==> config.mk <==
export PLATFORM = sky130hd
export DESIGN_NAME = sfe_flash_dev_flat
export DESIGN_NICKNAME = d
export VERILOG_FILES = /design/src/rtl/sfe_pkg.sv /design/src/rtl/sfe_link_if.sv /design/src/rtl/sfe_flash_dev.sv /design/src/flat_wrapper.sv
export SDC_FILE = /design/constraint.sdc
export NUM_CORES = 1
export LEC_CHECK = 0
export ABC_AREA = 1
export BUFFER_PORTS_ARGS = -buffer_cell sky130_fd_sc_hd__buf_2
export CORE_MARGIN = 2
export CORE_UTILIZATION = 40
export CTS_CLUSTER_DIAMETER = 30
export DETAILED_ROUTE_END_ITERATION = 8
export SLEW_MARGIN = 10
export SYNTH_ARGS = -nofsm -noshare
export SYNTH_HDL_FRONTEND = slang
export SYNTH_SLANG_ARGS = --single-unit
==> constraint.sdc <==
create_clock -name CLK_I -period 6.8 [get_ports CLK_I]
set_input_delay 1.36 -clock CLK_I [delete_from_list [all_inputs] [get_ports CLK_I]]
set_output_delay 1.36 -clock CLK_I [all_outputs]
set_load 0.005 [all_outputs]
==> src/rtl/sfe_pkg.sv <==
// constants, opcodes and state types shared by both ends of the flash link
// assumes both ends run on a 25 MHz system clock (40 ns period)
// Overview of operation
// - 20h erases addressed 4KB sector to ones
// - erase accepted only with unlock latch set
// - addressed erase: opcode plus three address bytes
// - select rises exactly after 32nd bit, else discarded
// - busy flag high through self-timed cycle
// - unlock latch cleared before erase cycle ends
// - protected regions are never erased
// - 52h erases containing 32KB half block
// - D8h erases containing 64KB block
// - C7h and 60h both erase whole array
// - chip erase and sleep need exactly eight bits
// - chip erase only when protect bits zero
// - B9h enters sleep, ignoring write commands
// - deselect while idle gives ordinary standby
// - sleep ignores everything except wake command
// - sleep entered only after entry delay
// - sleep rejected during a running cycle
// - power-on always comes up in standby
// - wake-only: ABh, then hold deselect wake delay
// - ABh plus dummies shifts id repeatedly
// - wake with id takes wake id delay
// - wake command ignored during running cycle
package sfe_pkg;

  // opcodes
  localparam logic [7:0] OP_UNIT4K_WIPE  = 8'h20;
  localparam logic [7:0] OP_HALF_WIPE    = 8'h52;
  localparam logic [7:0] OP_FULL_WIPE    = 8'hd8;
  localparam logic [7:0] OP_CHIP_WIPE_A  = 8'hc7;
  localparam logic [7:0] OP_CHIP_WIPE_B  = 8'h60;
  localparam logic [7:0] OP_SLEEP        = 8'hb9;
  localparam logic [7:0] OP_WAKE_ID      = 8'hab;
  localparam logic [7:0] OP_WRITE_UNLOCK = 8'h06;

  // frame lengths in bits
  localparam logic [5:0] BITS_OPCODE = 6'h08;
  localparam logic [5:0] BITS_ADDRED = 6'h20;

  // region masks (byte address bits cleared for base)
  localparam logic [23:0] MASK_4K  = 24'h000fff;
  localparam logic [23:0] MASK_32K = 24'h007fff;
  localparam logic [23:0] MASK_64K = 24'h00ffff;
  localparam logic [23:0] MASK_ALL = 24'hffffff;

  // timing, ns and derived cycles (least times, rounded up)
  localparam int CLK_NS         = 40;
  localparam int T_SLEEP_NS     = 3000;
  localparam int T_WAKE_NS      = 3000;
  localparam int T_WAKE_ID_NS   = 1800;
  localparam int SLEEP_CYC      = (T_SLEEP_NS + CLK_NS - 1) / CLK_NS;
  localparam int WAKE_CYC       = (T_WAKE_NS + CLK_NS - 1) / CLK_NS;
  localparam int WAKE_ID_CYC    = (T_WAKE_ID_NS + CLK_NS - 1) / CLK_NS;
  localparam int SYNC_SLACK_CYC = 4;

  // host serial clock and register map
  localparam int         HALF_CYC     = 4;
  localparam logic [1:0] REG_CMD      = 2'h0;
  localparam logic [1:0] REG_ADDR     = 2'h1;
  localparam logic [1:0] REG_STATUS   = 2'h2;
  localparam logic [7:0] RESET_ID     = 8'h00;

  typedef enum logic [4:0] {
    DS_STANDBY = 5'b00001,
    DS_ERASE   = 5'b00010,
    DS_SLP_DLY = 5'b00100,
    DS_SLEEP   = 5'b01000,
    DS_WAKE    = 5'b10000
  } sfe_dev_state_t;

  typedef enum logic [2:0] {
    HS_IDLE  = 3'b001,
    HS_SHIFT = 3'b010,
    HS_GAP   = 3'b100
  } sfe_host_state_t;

endpackage

==> src/rtl/sfe_link_if.sv <==
// serial link between host controller and flash device end
// assumes the bench ties both modports together; no clock inside
`timescale 1ns/1ns
`default_nettype none
interface sfe_link_if;
  logic sel_n;
  logic sclk;
  logic mosi;
  logic miso;

  modport dev  (input sel_n, input sclk, input mosi, output miso);
  modport host (output sel_n, output sclk, output mosi, input miso);
endinterface
`default_nettype wire

==> src/rtl/sfe_flash_dev.sv <==
// flash device end: erase, sleep and wake/id command logic
// assumes link pins are asynchronous to CLK_I; the array itself lives
// outside and acts on the wipe strobe with its address range
//
// Decided for this implementation: the register offsets and strobed register access.
`timescale 1ns/1ns
`default_nettype none
module sfe_flash_dev
  #(
    parameter int UNIT4K_CYC = 1000,
    parameter int HALF_CYC_E = 2000,
    parameter int FULL_CYC   = 3000,
    parameter int CHIP_CYC   = 4000,
    parameter logic [7:0] DEVICE_ID = 8'h5a  // arbitrary value
  )
  (
    // clock and reset
    input  wire logic         CLK_I,
    input  wire logic         RST_N_I,
    // serial link
    sfe_link_if.dev           LINK,
    // protection setting, same clock domain
    input  wire logic [3:0]   PROT_I,
    // array erase request
    output logic              WIPE_STB_O,
    output logic [23:0]       WIPE_LO_O,
    output logic [23:0]       WIPE_HI_O,
    // status
    output logic              BUSY_O,
    output logic              UNLOCK_O,
    output logic              SLEEP_O,
    output logic              STANDBY_O
  );
  import sfe_pkg::*;

  logic [2:0]     sel_sync_reg;
  logic [2:0]     clk_sync_reg;
  logic [1:0]     mosi_sync_reg;
  logic           sclk_rise;
  logic           sclk_fall;
  logic           sel_rise;
  logic           sel_low;
  logic [5:0]     bcnt_reg;
  logic [7:0]     op_reg;
  logic [23:0]    addr_reg;
  logic [2:0]     id_idx_reg;
  logic           miso_reg;
  sfe_dev_state_t state_reg;
  logic [19:0]    tmr_reg;
  logic           unlock_reg;
  logic           wipe_stb_reg;
  logic [23:0]    wipe_lo_reg;
  logic [23:0]    wipe_hi_reg;
  logic           addr_ok;
  logic           op_ok;
  logic [23:0]    mask;
  logic [19:0]    dur;
  logic           is_addr_wipe;
  logic           is_chip_wipe;

  // highest address inside a protected region: top prot/16 of the space
  function automatic logic is_protected(input logic [23:0] hi, input logic [3:0] prot);
    is_protected = (prot != 4'h0) && ({1'b0, hi[23:20]} >= (5'h10 - {1'b0, prot}));
  endfunction

  // two-flop synchronisers, third stage only for edge detection
  always_ff @(posedge CLK_I or negedge RST_N_I)
  begin
    if (!RST_N_I)
    begin
      sel_sync_reg  <= 3'h7;
      clk_sync_reg  <= 3'h0;
      mosi_sync_reg <= 2'h0;
    end
    else
    begin
      sel_sync_reg  <= {sel_sync_reg[1:0], LINK.sel_n};
      clk_sync_reg  <= {clk_sync_reg[1:0], LINK.sclk};
      mosi_sync_reg <= {mosi_sync_reg[0], LINK.mosi};
    end
  end

  assign sclk_rise = clk_sync_reg[1] & ~clk_sync_reg[2];
  assign sclk_fall = ~clk_sync_reg[1] & clk_sync_reg[2];
  assign sel_rise  = sel_sync_reg[1] & ~sel_sync_reg[2];
  assign sel_low   = ~sel_sync_reg[1];

  // input shifter: opcode then address, bit count saturates
  always_ff @(posedge CLK_I or negedge RST_N_I)
  begin
    if (!RST_N_I)
    begin
      bcnt_reg <= 6'h00;
      op_reg   <= 8'h00;
      addr_reg <= 24'h000000;
    end
    else if (!sel_low)
      bcnt_reg <= 6'h00;
    else if (sclk_rise)
    begin
      if (bcnt_reg != 6'h3f)
        bcnt_reg <= bcnt_reg + 6'h01;
      if (bcnt_reg < BITS_OPCODE)
        op_reg <= {op_reg[6:0], mosi_sync_reg[1]};
      else if (bcnt_reg < BITS_ADDRED)
        addr_reg <= {addr_reg[22:0], mosi_sync_reg[1]};
    end
  end

  // id shifter: after opcode and three dummies, msb first on falling edges
  always_ff @(posedge CLK_I or negedge RST_N_I)
  begin
    if (!RST_N_I)
    begin
      id_idx_reg <= 3'h7;
      miso_reg   <= 1'b0;
    end
    else if (!sel_low)
    begin
      id_idx_reg <= 3'h7;
      miso_reg   <= 1'b0;
    end
    else if (sclk_fall && bcnt_reg >= BITS_ADDRED && op_reg == OP_WAKE_ID
             && (state_reg == DS_STANDBY || state_reg == DS_SLEEP || state_reg == DS_SLP_DLY))
    begin
      miso_reg   <= DEVICE_ID[id_idx_reg];
      id_idx_reg <= id_idx_reg - 3'h1;     // wraps, so the id repeats
    end
  end

  assign LINK.miso = miso_reg;

  // decode of the finished frame
  assign addr_ok      = (bcnt_reg == BITS_ADDRED);
  assign op_ok        = (bcnt_reg == BITS_OPCODE);
  assign is_addr_wipe = (op_reg == OP_UNIT4K_WIPE) || (op_reg == OP_HALF_WIPE) || (op_reg == OP_FULL_WIPE);
  assign is_chip_wipe = (op_reg == OP_CHIP_WIPE_A) || (op_reg == OP_CHIP_WIPE_B);

  // region and duration per opcode
  always_comb
  begin
    mask = MASK_ALL;
    dur  = 20'(CHIP_CYC);
    case (op_reg)
      OP_UNIT4K_WIPE:
      begin
        mask = MASK_4K;
        dur  = 20'(UNIT4K_CYC);
      end
      OP_HALF_WIPE:
      begin
        mask = MASK_32K;
        dur  = 20'(HALF_CYC_E);
      end
      OP_FULL_WIPE:
      begin
        mask = MASK_64K;
        dur  = 20'(FULL_CYC);
      end
      default:
      begin
        mask = MASK_ALL;
        dur  = 20'(CHIP_CYC);
      end
    endcase
  end

  // mode sequencer; reset value is standby, never sleep
  always_ff @(posedge CLK_I or negedge RST_N_I)
  begin
    if (!RST_N_I)
    begin
      state_reg    <= DS_STANDBY;
      tmr_reg      <= 20'h00000;
      unlock_reg   <= 1'b0;
      wipe_stb_reg <= 1'b0;
      wipe_lo_reg  <= 24'h000000;
      wipe_hi_reg  <= 24'h000000;
    end
    else
    begin
      wipe_stb_reg <= 1'b0;
      case (state_reg)
        DS_STANDBY:
        begin
          if (sel_rise)
          begin
            if (op_ok && op_reg == OP_WRITE_UNLOCK)
              unlock_reg <= 1'b1;
            else if (unlock_reg && addr_ok && is_addr_wipe
                     && !is_protected(addr_reg | mask, PROT_I))
            begin
              state_reg    <= DS_ERASE;
              tmr_reg      <= dur;
              unlock_reg   <= 1'b0;
              wipe_stb_reg <= 1'b1;
              wipe_lo_reg  <= addr_reg & ~mask;
              wipe_hi_reg  <= addr_reg | mask;
            end
            else if (unlock_reg && op_ok && is_chip_wipe && PROT_I == 4'h0)
            begin
              state_reg    <= DS_ERASE;
              tmr_reg      <= dur;
              unlock_reg   <= 1'b0;
              wipe_stb_reg <= 1'b1;
              wipe_lo_reg  <= 24'h000000;
              wipe_hi_reg  <= MASK_ALL;
            end
            else if (op_ok && op_reg == OP_SLEEP)
            begin
              state_reg <= DS_SLP_DLY;
              tmr_reg   <= 20'(SLEEP_CYC);
            end
            // a wake/id frame outside sleep leaves the state in standby, with no wake delay
          end
        end
        DS_ERASE:
        begin
          // frames during the cycle are not decoded at all
          if (tmr_reg <= 20'h00001)
            state_reg <= DS_STANDBY;
          tmr_reg <= tmr_reg - 20'h00001;
        end
        DS_SLP_DLY, DS_SLEEP:
        begin
          if (state_reg == DS_SLP_DLY)
          begin
            tmr_reg <= tmr_reg - 20'h00001;
            if (tmr_reg <= 20'h00001)
              state_reg <= DS_SLEEP;
          end
          // only the wake frame is honoured here
          if (sel_rise && op_reg == OP_WAKE_ID && (op_ok || bcnt_reg >= BITS_ADDRED))
          begin
            state_reg <= DS_WAKE;
            tmr_reg   <= op_ok ? 20'(WAKE_CYC) : 20'(WAKE_ID_CYC);
          end
        end
        DS_WAKE:
        begin
          if (tmr_reg <= 20'h00001)
            state_reg <= DS_STANDBY;
          tmr_reg <= tmr_reg - 20'h00001;
        end
        default:
          state_reg <= DS_STANDBY;
      endcase
    end
  end

  // status outputs, all from flops
  assign BUSY_O     = (state_reg == DS_ERASE);
  assign UNLOCK_O   = unlock_reg;
  assign SLEEP_O    = (state_reg == DS_SLEEP);
  assign STANDBY_O  = (state_reg == DS_STANDBY) && !sel_low;
  assign WIPE_STB_O = wipe_stb_reg;
  assign WIPE_LO_O  = wipe_lo_reg;
  assign WIPE_HI_O  = wipe_hi_reg;

endmodule
`default_nettype wire

==> src/flat_wrapper.sv <==
// flat-port wrapper written by rule: the top's interface ports become plain ports
module sfe_flash_dev_flat import sfe_pkg::*;
#(
    parameter int UNIT4K_CYC = 1000,
    parameter int HALF_CYC_E = 2000,
    parameter int FULL_CYC   = 3000,
    parameter int CHIP_CYC   = 4000,
    parameter logic [7:0] DEVICE_ID = 8'h5a                    
  )
  (CLK_I, RST_N_I, PROT_I, WIPE_STB_O, WIPE_LO_O, WIPE_HI_O, BUSY_O, UNLOCK_O, SLEEP_O, STANDBY_O, LINK_sel_n, LINK_sclk, LINK_mosi, LINK_miso);
  sfe_link_if LINK_i ();
  input  wire logic CLK_I;
  input  wire logic RST_N_I;
  input  wire logic [3:0] PROT_I;
  output logic WIPE_STB_O;
  output logic [23:0] WIPE_LO_O;
  output logic [23:0] WIPE_HI_O;
  output logic BUSY_O;
  output logic UNLOCK_O;
  output logic SLEEP_O;
  output logic STANDBY_O;
  input wire logic [$bits(LINK_i.sel_n)-1:0] LINK_sel_n;
  input wire logic [$bits(LINK_i.sclk)-1:0] LINK_sclk;
  input wire logic [$bits(LINK_i.mosi)-1:0] LINK_mosi;
  output wire logic [$bits(LINK_i.miso)-1:0] LINK_miso;
  assign LINK_i.sel_n = LINK_sel_n;
  assign LINK_i.sclk = LINK_sclk;
  assign LINK_i.mosi = LINK_mosi;
  assign LINK_miso = LINK_i.miso;
  sfe_flash_dev #(.UNIT4K_CYC(UNIT4K_CYC), .HALF_CYC_E(HALF_CYC_E), .FULL_CYC(FULL_CYC), .CHIP_CYC(CHIP_CYC), .DEVICE_ID(DEVICE_ID)) u_core (.CLK_I(CLK_I), .RST_N_I(RST_N_I), .LINK(LINK_i), .PROT_I(PROT_I), .WIPE_STB_O(WIPE_STB_O), .WIPE_LO_O(WIPE_LO_O), .WIPE_HI_O(WIPE_HI_O), .BUSY_O(BUSY_O), .UNLOCK_O(UNLOCK_O), .SLEEP_O(SLEEP_O), .STANDBY_O(STANDBY_O));
endmodule
* Word level (Yosys, flattened, before mapping) *
Memory sizes are Yosys's and may differ from the RTL's.
Index checks and enable logic that the tools add are counted.
W data, S select, Z words.

storage, ports and cells
  register bits = 125
  latch bits = 0
  RAM bits = 0
  bits in read-only memories = 8
  input bits = 9
  output and inout bits = 54
  word-level logic and storage cells = 139
  memories = 1

memory list
  name              depth  bits a word  read ports  clocked after memory_dff  wr ports  RTL line              source
  (name not given)  8      1            1           0                         0         sfe_flash_dev.sv:126  miso_reg <= DEVICE_ID[id_idx_reg];

operators by class
  add/sub/neg operators = 4
  multiply operators = 0
  divide/modulo/power cells = 0
  order comparisons = 6
  equality and inequality tests = 22
  shift-type cells = 0
  mux-type cells = 41
  bitwise gates (word level) = 12
  reduce and logical (&&, ||, !) cells = 39

operators with widths
  kind                     number
  $mux W20                 7
  $mux W24                 4
  $pmux W24 S3             1
  $pmux W20 S3             1
  $mux W5                  9
  $pmux W12 S3             1
  $eq A8 B8 Y1 const B     4
  $and A24 B24 Y24         1
  $not A24 Y24             1
  $or A24 B24 Y24          1
  $le A20 B1 Y1 const B    1
  $sub A20 B1 Y20 const B  1
  $mux W6                  3
  $eq A8 B7 Y1 const B     2
  $logic_and A1 B1 Y1      15
  $pmux W5 S3              1
  $mux W1                  11
  $eq A8 B3 Y1 const B     1
  $eq A8 B6 Y1 const B     1
  $reduce_and A4 Y1        2
  $reduce_bool A2 Y1       4
  $mux W7                  1
  $add A6 B1 Y6 const B    1
  $eq A6 B4 Y1 const B     1
  other kinds (31)         49

* Depth between registers and ports, before layout *
  word-level depth = 11
  mapped depth = 22
  mapped depth without buffers = 21

* Least setup slack after synthesis *
No wires, ideal clock.

  path kind = in2reg
  start point = input PROT_I[0]
  end point = register u_core.wipe_hi_reg[20] (netlist: u_core.WIPE_HI_O[20])
  library setup time = 119 ps
  arrival = 2,976 ps
  required time = 6,681 ps
  setup slack = 3,704 ps
  cell stages on the path = 16
  path buffers = 2
  path through = inv_1 -> ha_1 -> xor2_1 -> ha_1 -> a21oi_1 -> nand2_1 -> nand2_1 -> nand2_1 -> nand2_1 -> nand3_2 -> buf_6 -> nand2_2 -> nand2_4 -> buf_6 -> nand2_1 -> o21ai_2

between the ends
  longest elaborated chain between the ends = 7
  elaborated cells between the ends (all ways) = 11
  those cells by class = 1 x add/sub; 1 x order compare; 1 x mux; 8 x reduce/logical

ends and longest elaborated chain
  element                       RTL line              source
  start, declared               flat_wrapper.sv:14    input wire logic [3:0] PROT_I;
  $sub A5 B4 Y5                 sfe_flash_dev.sv:63   is_protected = (prot != 4'h0) && ({1'b0, hi[23:20]} >= (5'h10 - {1'b0, prot}));
  $ge A4 B5 Y1                  sfe_flash_dev.sv:63
  $logic_and A1 B1 Y1           sfe_flash_dev.sv:63
  $logic_not A1 Y1              sfe_flash_dev.sv:191  && !is_protected(addr_reg | mask, PROT_I))
  $logic_and A1 B1 Y1           sfe_flash_dev.sv:191
  $reduce_bool A2 Y1 (no line)  -
  $reduce_and A4 Y1 (no line)   -
  end signal, assigned          sfe_flash_dev.sv:198  wipe_hi_reg <= addr_reg | mask;
  end, declared                 sfe_flash_dev.sv:53   logic [23:0] wipe_hi_reg;

Parallel ways exist; a longest one is shown, timed or not.
A chain may end at the register's enable or synchronous reset.

* Final worst setup path *
  start point = input PROT_I[0]
  end point = register u_core.wipe_hi_reg[11] (netlist: u_core.WIPE_HI_O[11])

Same word-level chain as after synthesis.

==> reports/qor.yml <==
status: "completed"
post_drt_wl_per_cell_um: 12.7
tns_ns: 0
start_util_pct: 40.6
synth_xor_area_share_pct: 1.73
h-tree-depth: 3
grt_pass1_vias: 4237
core-area_mm2: 0.0137
synth_warnings: 0
setup_slack_ns: 3.25
yosys_register_bits: 102
clkLatencyLatePin_ns: 0.35
worstSetupPathType: "input port to flop"
max_clock_freq_ghz: 0.281
postRouteAntennaNets: 0
grt_pass1_wl_um: 20100
dp.final_hpwl_um: 8440
cts_root_buf: "clkbuf_16"
cts_resized: 0
layout_commonest_cell: "nand2_1"
antenna_found_initial: 0
numCtsBuffers: 9
hold_buffers: 0
synth_fa_ha_area_share_pct: 2.25
drive_gt1_share_pct: 16.7
fill_cells: 1390
synth_top_area_share_pct: 42.7
die_y_um: 122
endpoint_kind: "flop"
instances_no_fill: 918
die_w_um: 122
gp_congestion: 0.848
drtPass1Iterations: 4
synth_compound_area_share_pct: 8.38
ios: 63
yosys.area_share.simple_pct: 29.1
crit_end: "u_core.WIPE_HI_O[11]"
area_delta_synth_final_pct: 10.4
crit_arrival_ns: 3.79
post-route-util_pct: 44.8
portBuffers: 50
fin_skew_ns: 0.00730
period_needed_ns: 3.55
cts_tree: "built"
largest_reg_flops: 24
rows: 43
dieArea_mm2: 0.0149
path_clk_slew_ns: 0.06
synth_top_family_by_area: "simple AND/OR/NAND/NOR gates"
pre_cts_ws_ns: 2.90
synth_cell_types: 41
hp-class: "flop to flop"
path_max_fanout: 20
slew_viol_final: 0
vias: 4403
cap_violations: 0
layout_common_cells: "187 x nand2_1, 95 x dfrtp_1, 75 x inv_1"
clkSinkCount: 102
worst_setup_path_start_kind: "input port"
timing.rr.end: "u_core.WIPE_HI_O[11]"
finalSetupViolCount: 0
dp_cells: 902
overflow: 0
tightestPinTransition_ns: 0.946
synthCells: 696
syn_area_per_cell_um2: 8.00
startpoint: "PROT_I[0]"
routed_wl_um: 11600
synth_area_mm2: 0.00557
synth.area.mux_share_pct: 2.22
diodes: 0
clock_path_buffers: 2
critPathRequiredTime_ns: 7.03
irDropWorstVdd_mv: 0.138
hold_viol: 0
first_iter_violations: 185
vias_per_cell: 4.80
synth_area_leaders: "dfrtp_1 43%, nand2_1 13%, inv_1 5.1%"
rr_worst_depth: 17
post_cts_buffers: 0
r2r_slack_ns: 3.55
period_share_pct: 52.3
holdWs_ns: 0.353
synth_top_area_cell: "dfrtp_1"
grt_max_degree: 76
powerDensity_mw_per_mm2: 237
drc: 0
slew_headroom_pct: 36.9
timing.rr.start: "u_core.op_reg[0]"
track_usage_pct: 17.1
rsz0062_at_grt: "no"
yosysSeqAreaShare_pct: 46.0
final_nets: 752
cellLeakagePower_nw: 3.25
[cells by family (layout without fill, tap and decap cells)]
group / Yosys count / in the layout
compound gates: 79 / 79
flops: 102 / 102
other cells: 1 / 12
simple gates: 366 / 366
fa+ha+maj: 10 / 10
mux: 11 / 11
xor+xnor: 11 / 11
buf+inv: 116 / 147
[per-layer routing]
| layer | vias to the layer above | track usage, % | routed length, um |
|---|---|---|---|
| met5 | - | 0 | 0 |
| met4 | 0 | 4.60 | 131 |
| met3 | 8 | 4.73 | 467 |
| met2 | 72 | 28.7 | 5530 |
| met1 | 2056 | 21.9 | 5520 |
| li1 | 2267 | - | - |
[cell type report]
class	instances	area [um^2]	area share (%)
sequential	102	2560	41.7
timing repair buffer	52	268	4.35
multi-input combinational	489	2480	40.3
clock buffer	13	280	4.56
tap	180	225	3.66
inverter	79	297	4.82
clock inverter	3	40.0	0.651
[power breakdown]
part | leakage (nW) | switching [mW] | internal (mW)
Combinational | 1.71 | 0.177 | 0.0862
Clock | 0.162 | 0.218 | 0.324
Sequential | 1.37 | 0.0233 | 0.629
[worst min-delay path by stage]
stage | from | end | slack (ns) | depth (start not counted)
floorplan | u_core.clk_sync_reg[0] | u_core.clk_sync_reg[1] | 0.33 | 0
global placement | u_core.clk_sync_reg[0] | u_core.clk_sync_reg[1] | 0.33 | 0
detailed placement | u_core.clk_sync_reg[0] | u_core.clk_sync_reg[1] | 0.34 | 0
CTS | u_core.clk_sync_reg[0] | u_core.clk_sync_reg[1] | 0.35 | 0
global route | u_core.sel_sync_reg[0] | u_core.sel_sync_reg[1] | 0.36 | 0
finish | u_core.mosi_sync_reg[0] | u_core.mosi_sync_reg[1] | 0.35 | 0
[critical path: stages]
cell and delay (ns):
buf_2 0.09, inv_1 0.05, ha_1 0.21, xor2_1 0.15
ha_1 0.29, nand2_1 0.05, inv_1 0.05, nand2_1 0.04
nand2_1 0.05, nand2_1 0.04, nand2_1 0.05, nand2_1 0.06
nand3_2 0.33, nand2_1 0.17, nand2_2 0.29, inv_1 0.19
or2_2 0.30
[cell usage after synthesis (all sizes together)]
library cell,instances
or2,2
clkinv,2
nand4,10
conb,1
o21bai,1
ha,10
a21oi,8
a31oi,2
and3,1
a22oi,1
dfstp,7
mux2,11
nor3,26
nand3b,4
xnor2,4
nand2,192
o22ai,1
buf,33
clkbuf,4
inv,77
dfrtp,95
nand3,51
o21ai,65
xor2,7
nor4,1
nor2,79
a31o,1
[metrics by stage]
step                      power [mW]  cell area (um^2)
final                           1.46              6150
after global routing            1.55              6150
after CTS                       1.48              6150
after detailed placement       0.926              5830
after global placement         0.919              5830
after floorplan                0.867              5610
No activity file was read; power rests on OpenSTA's default activity.
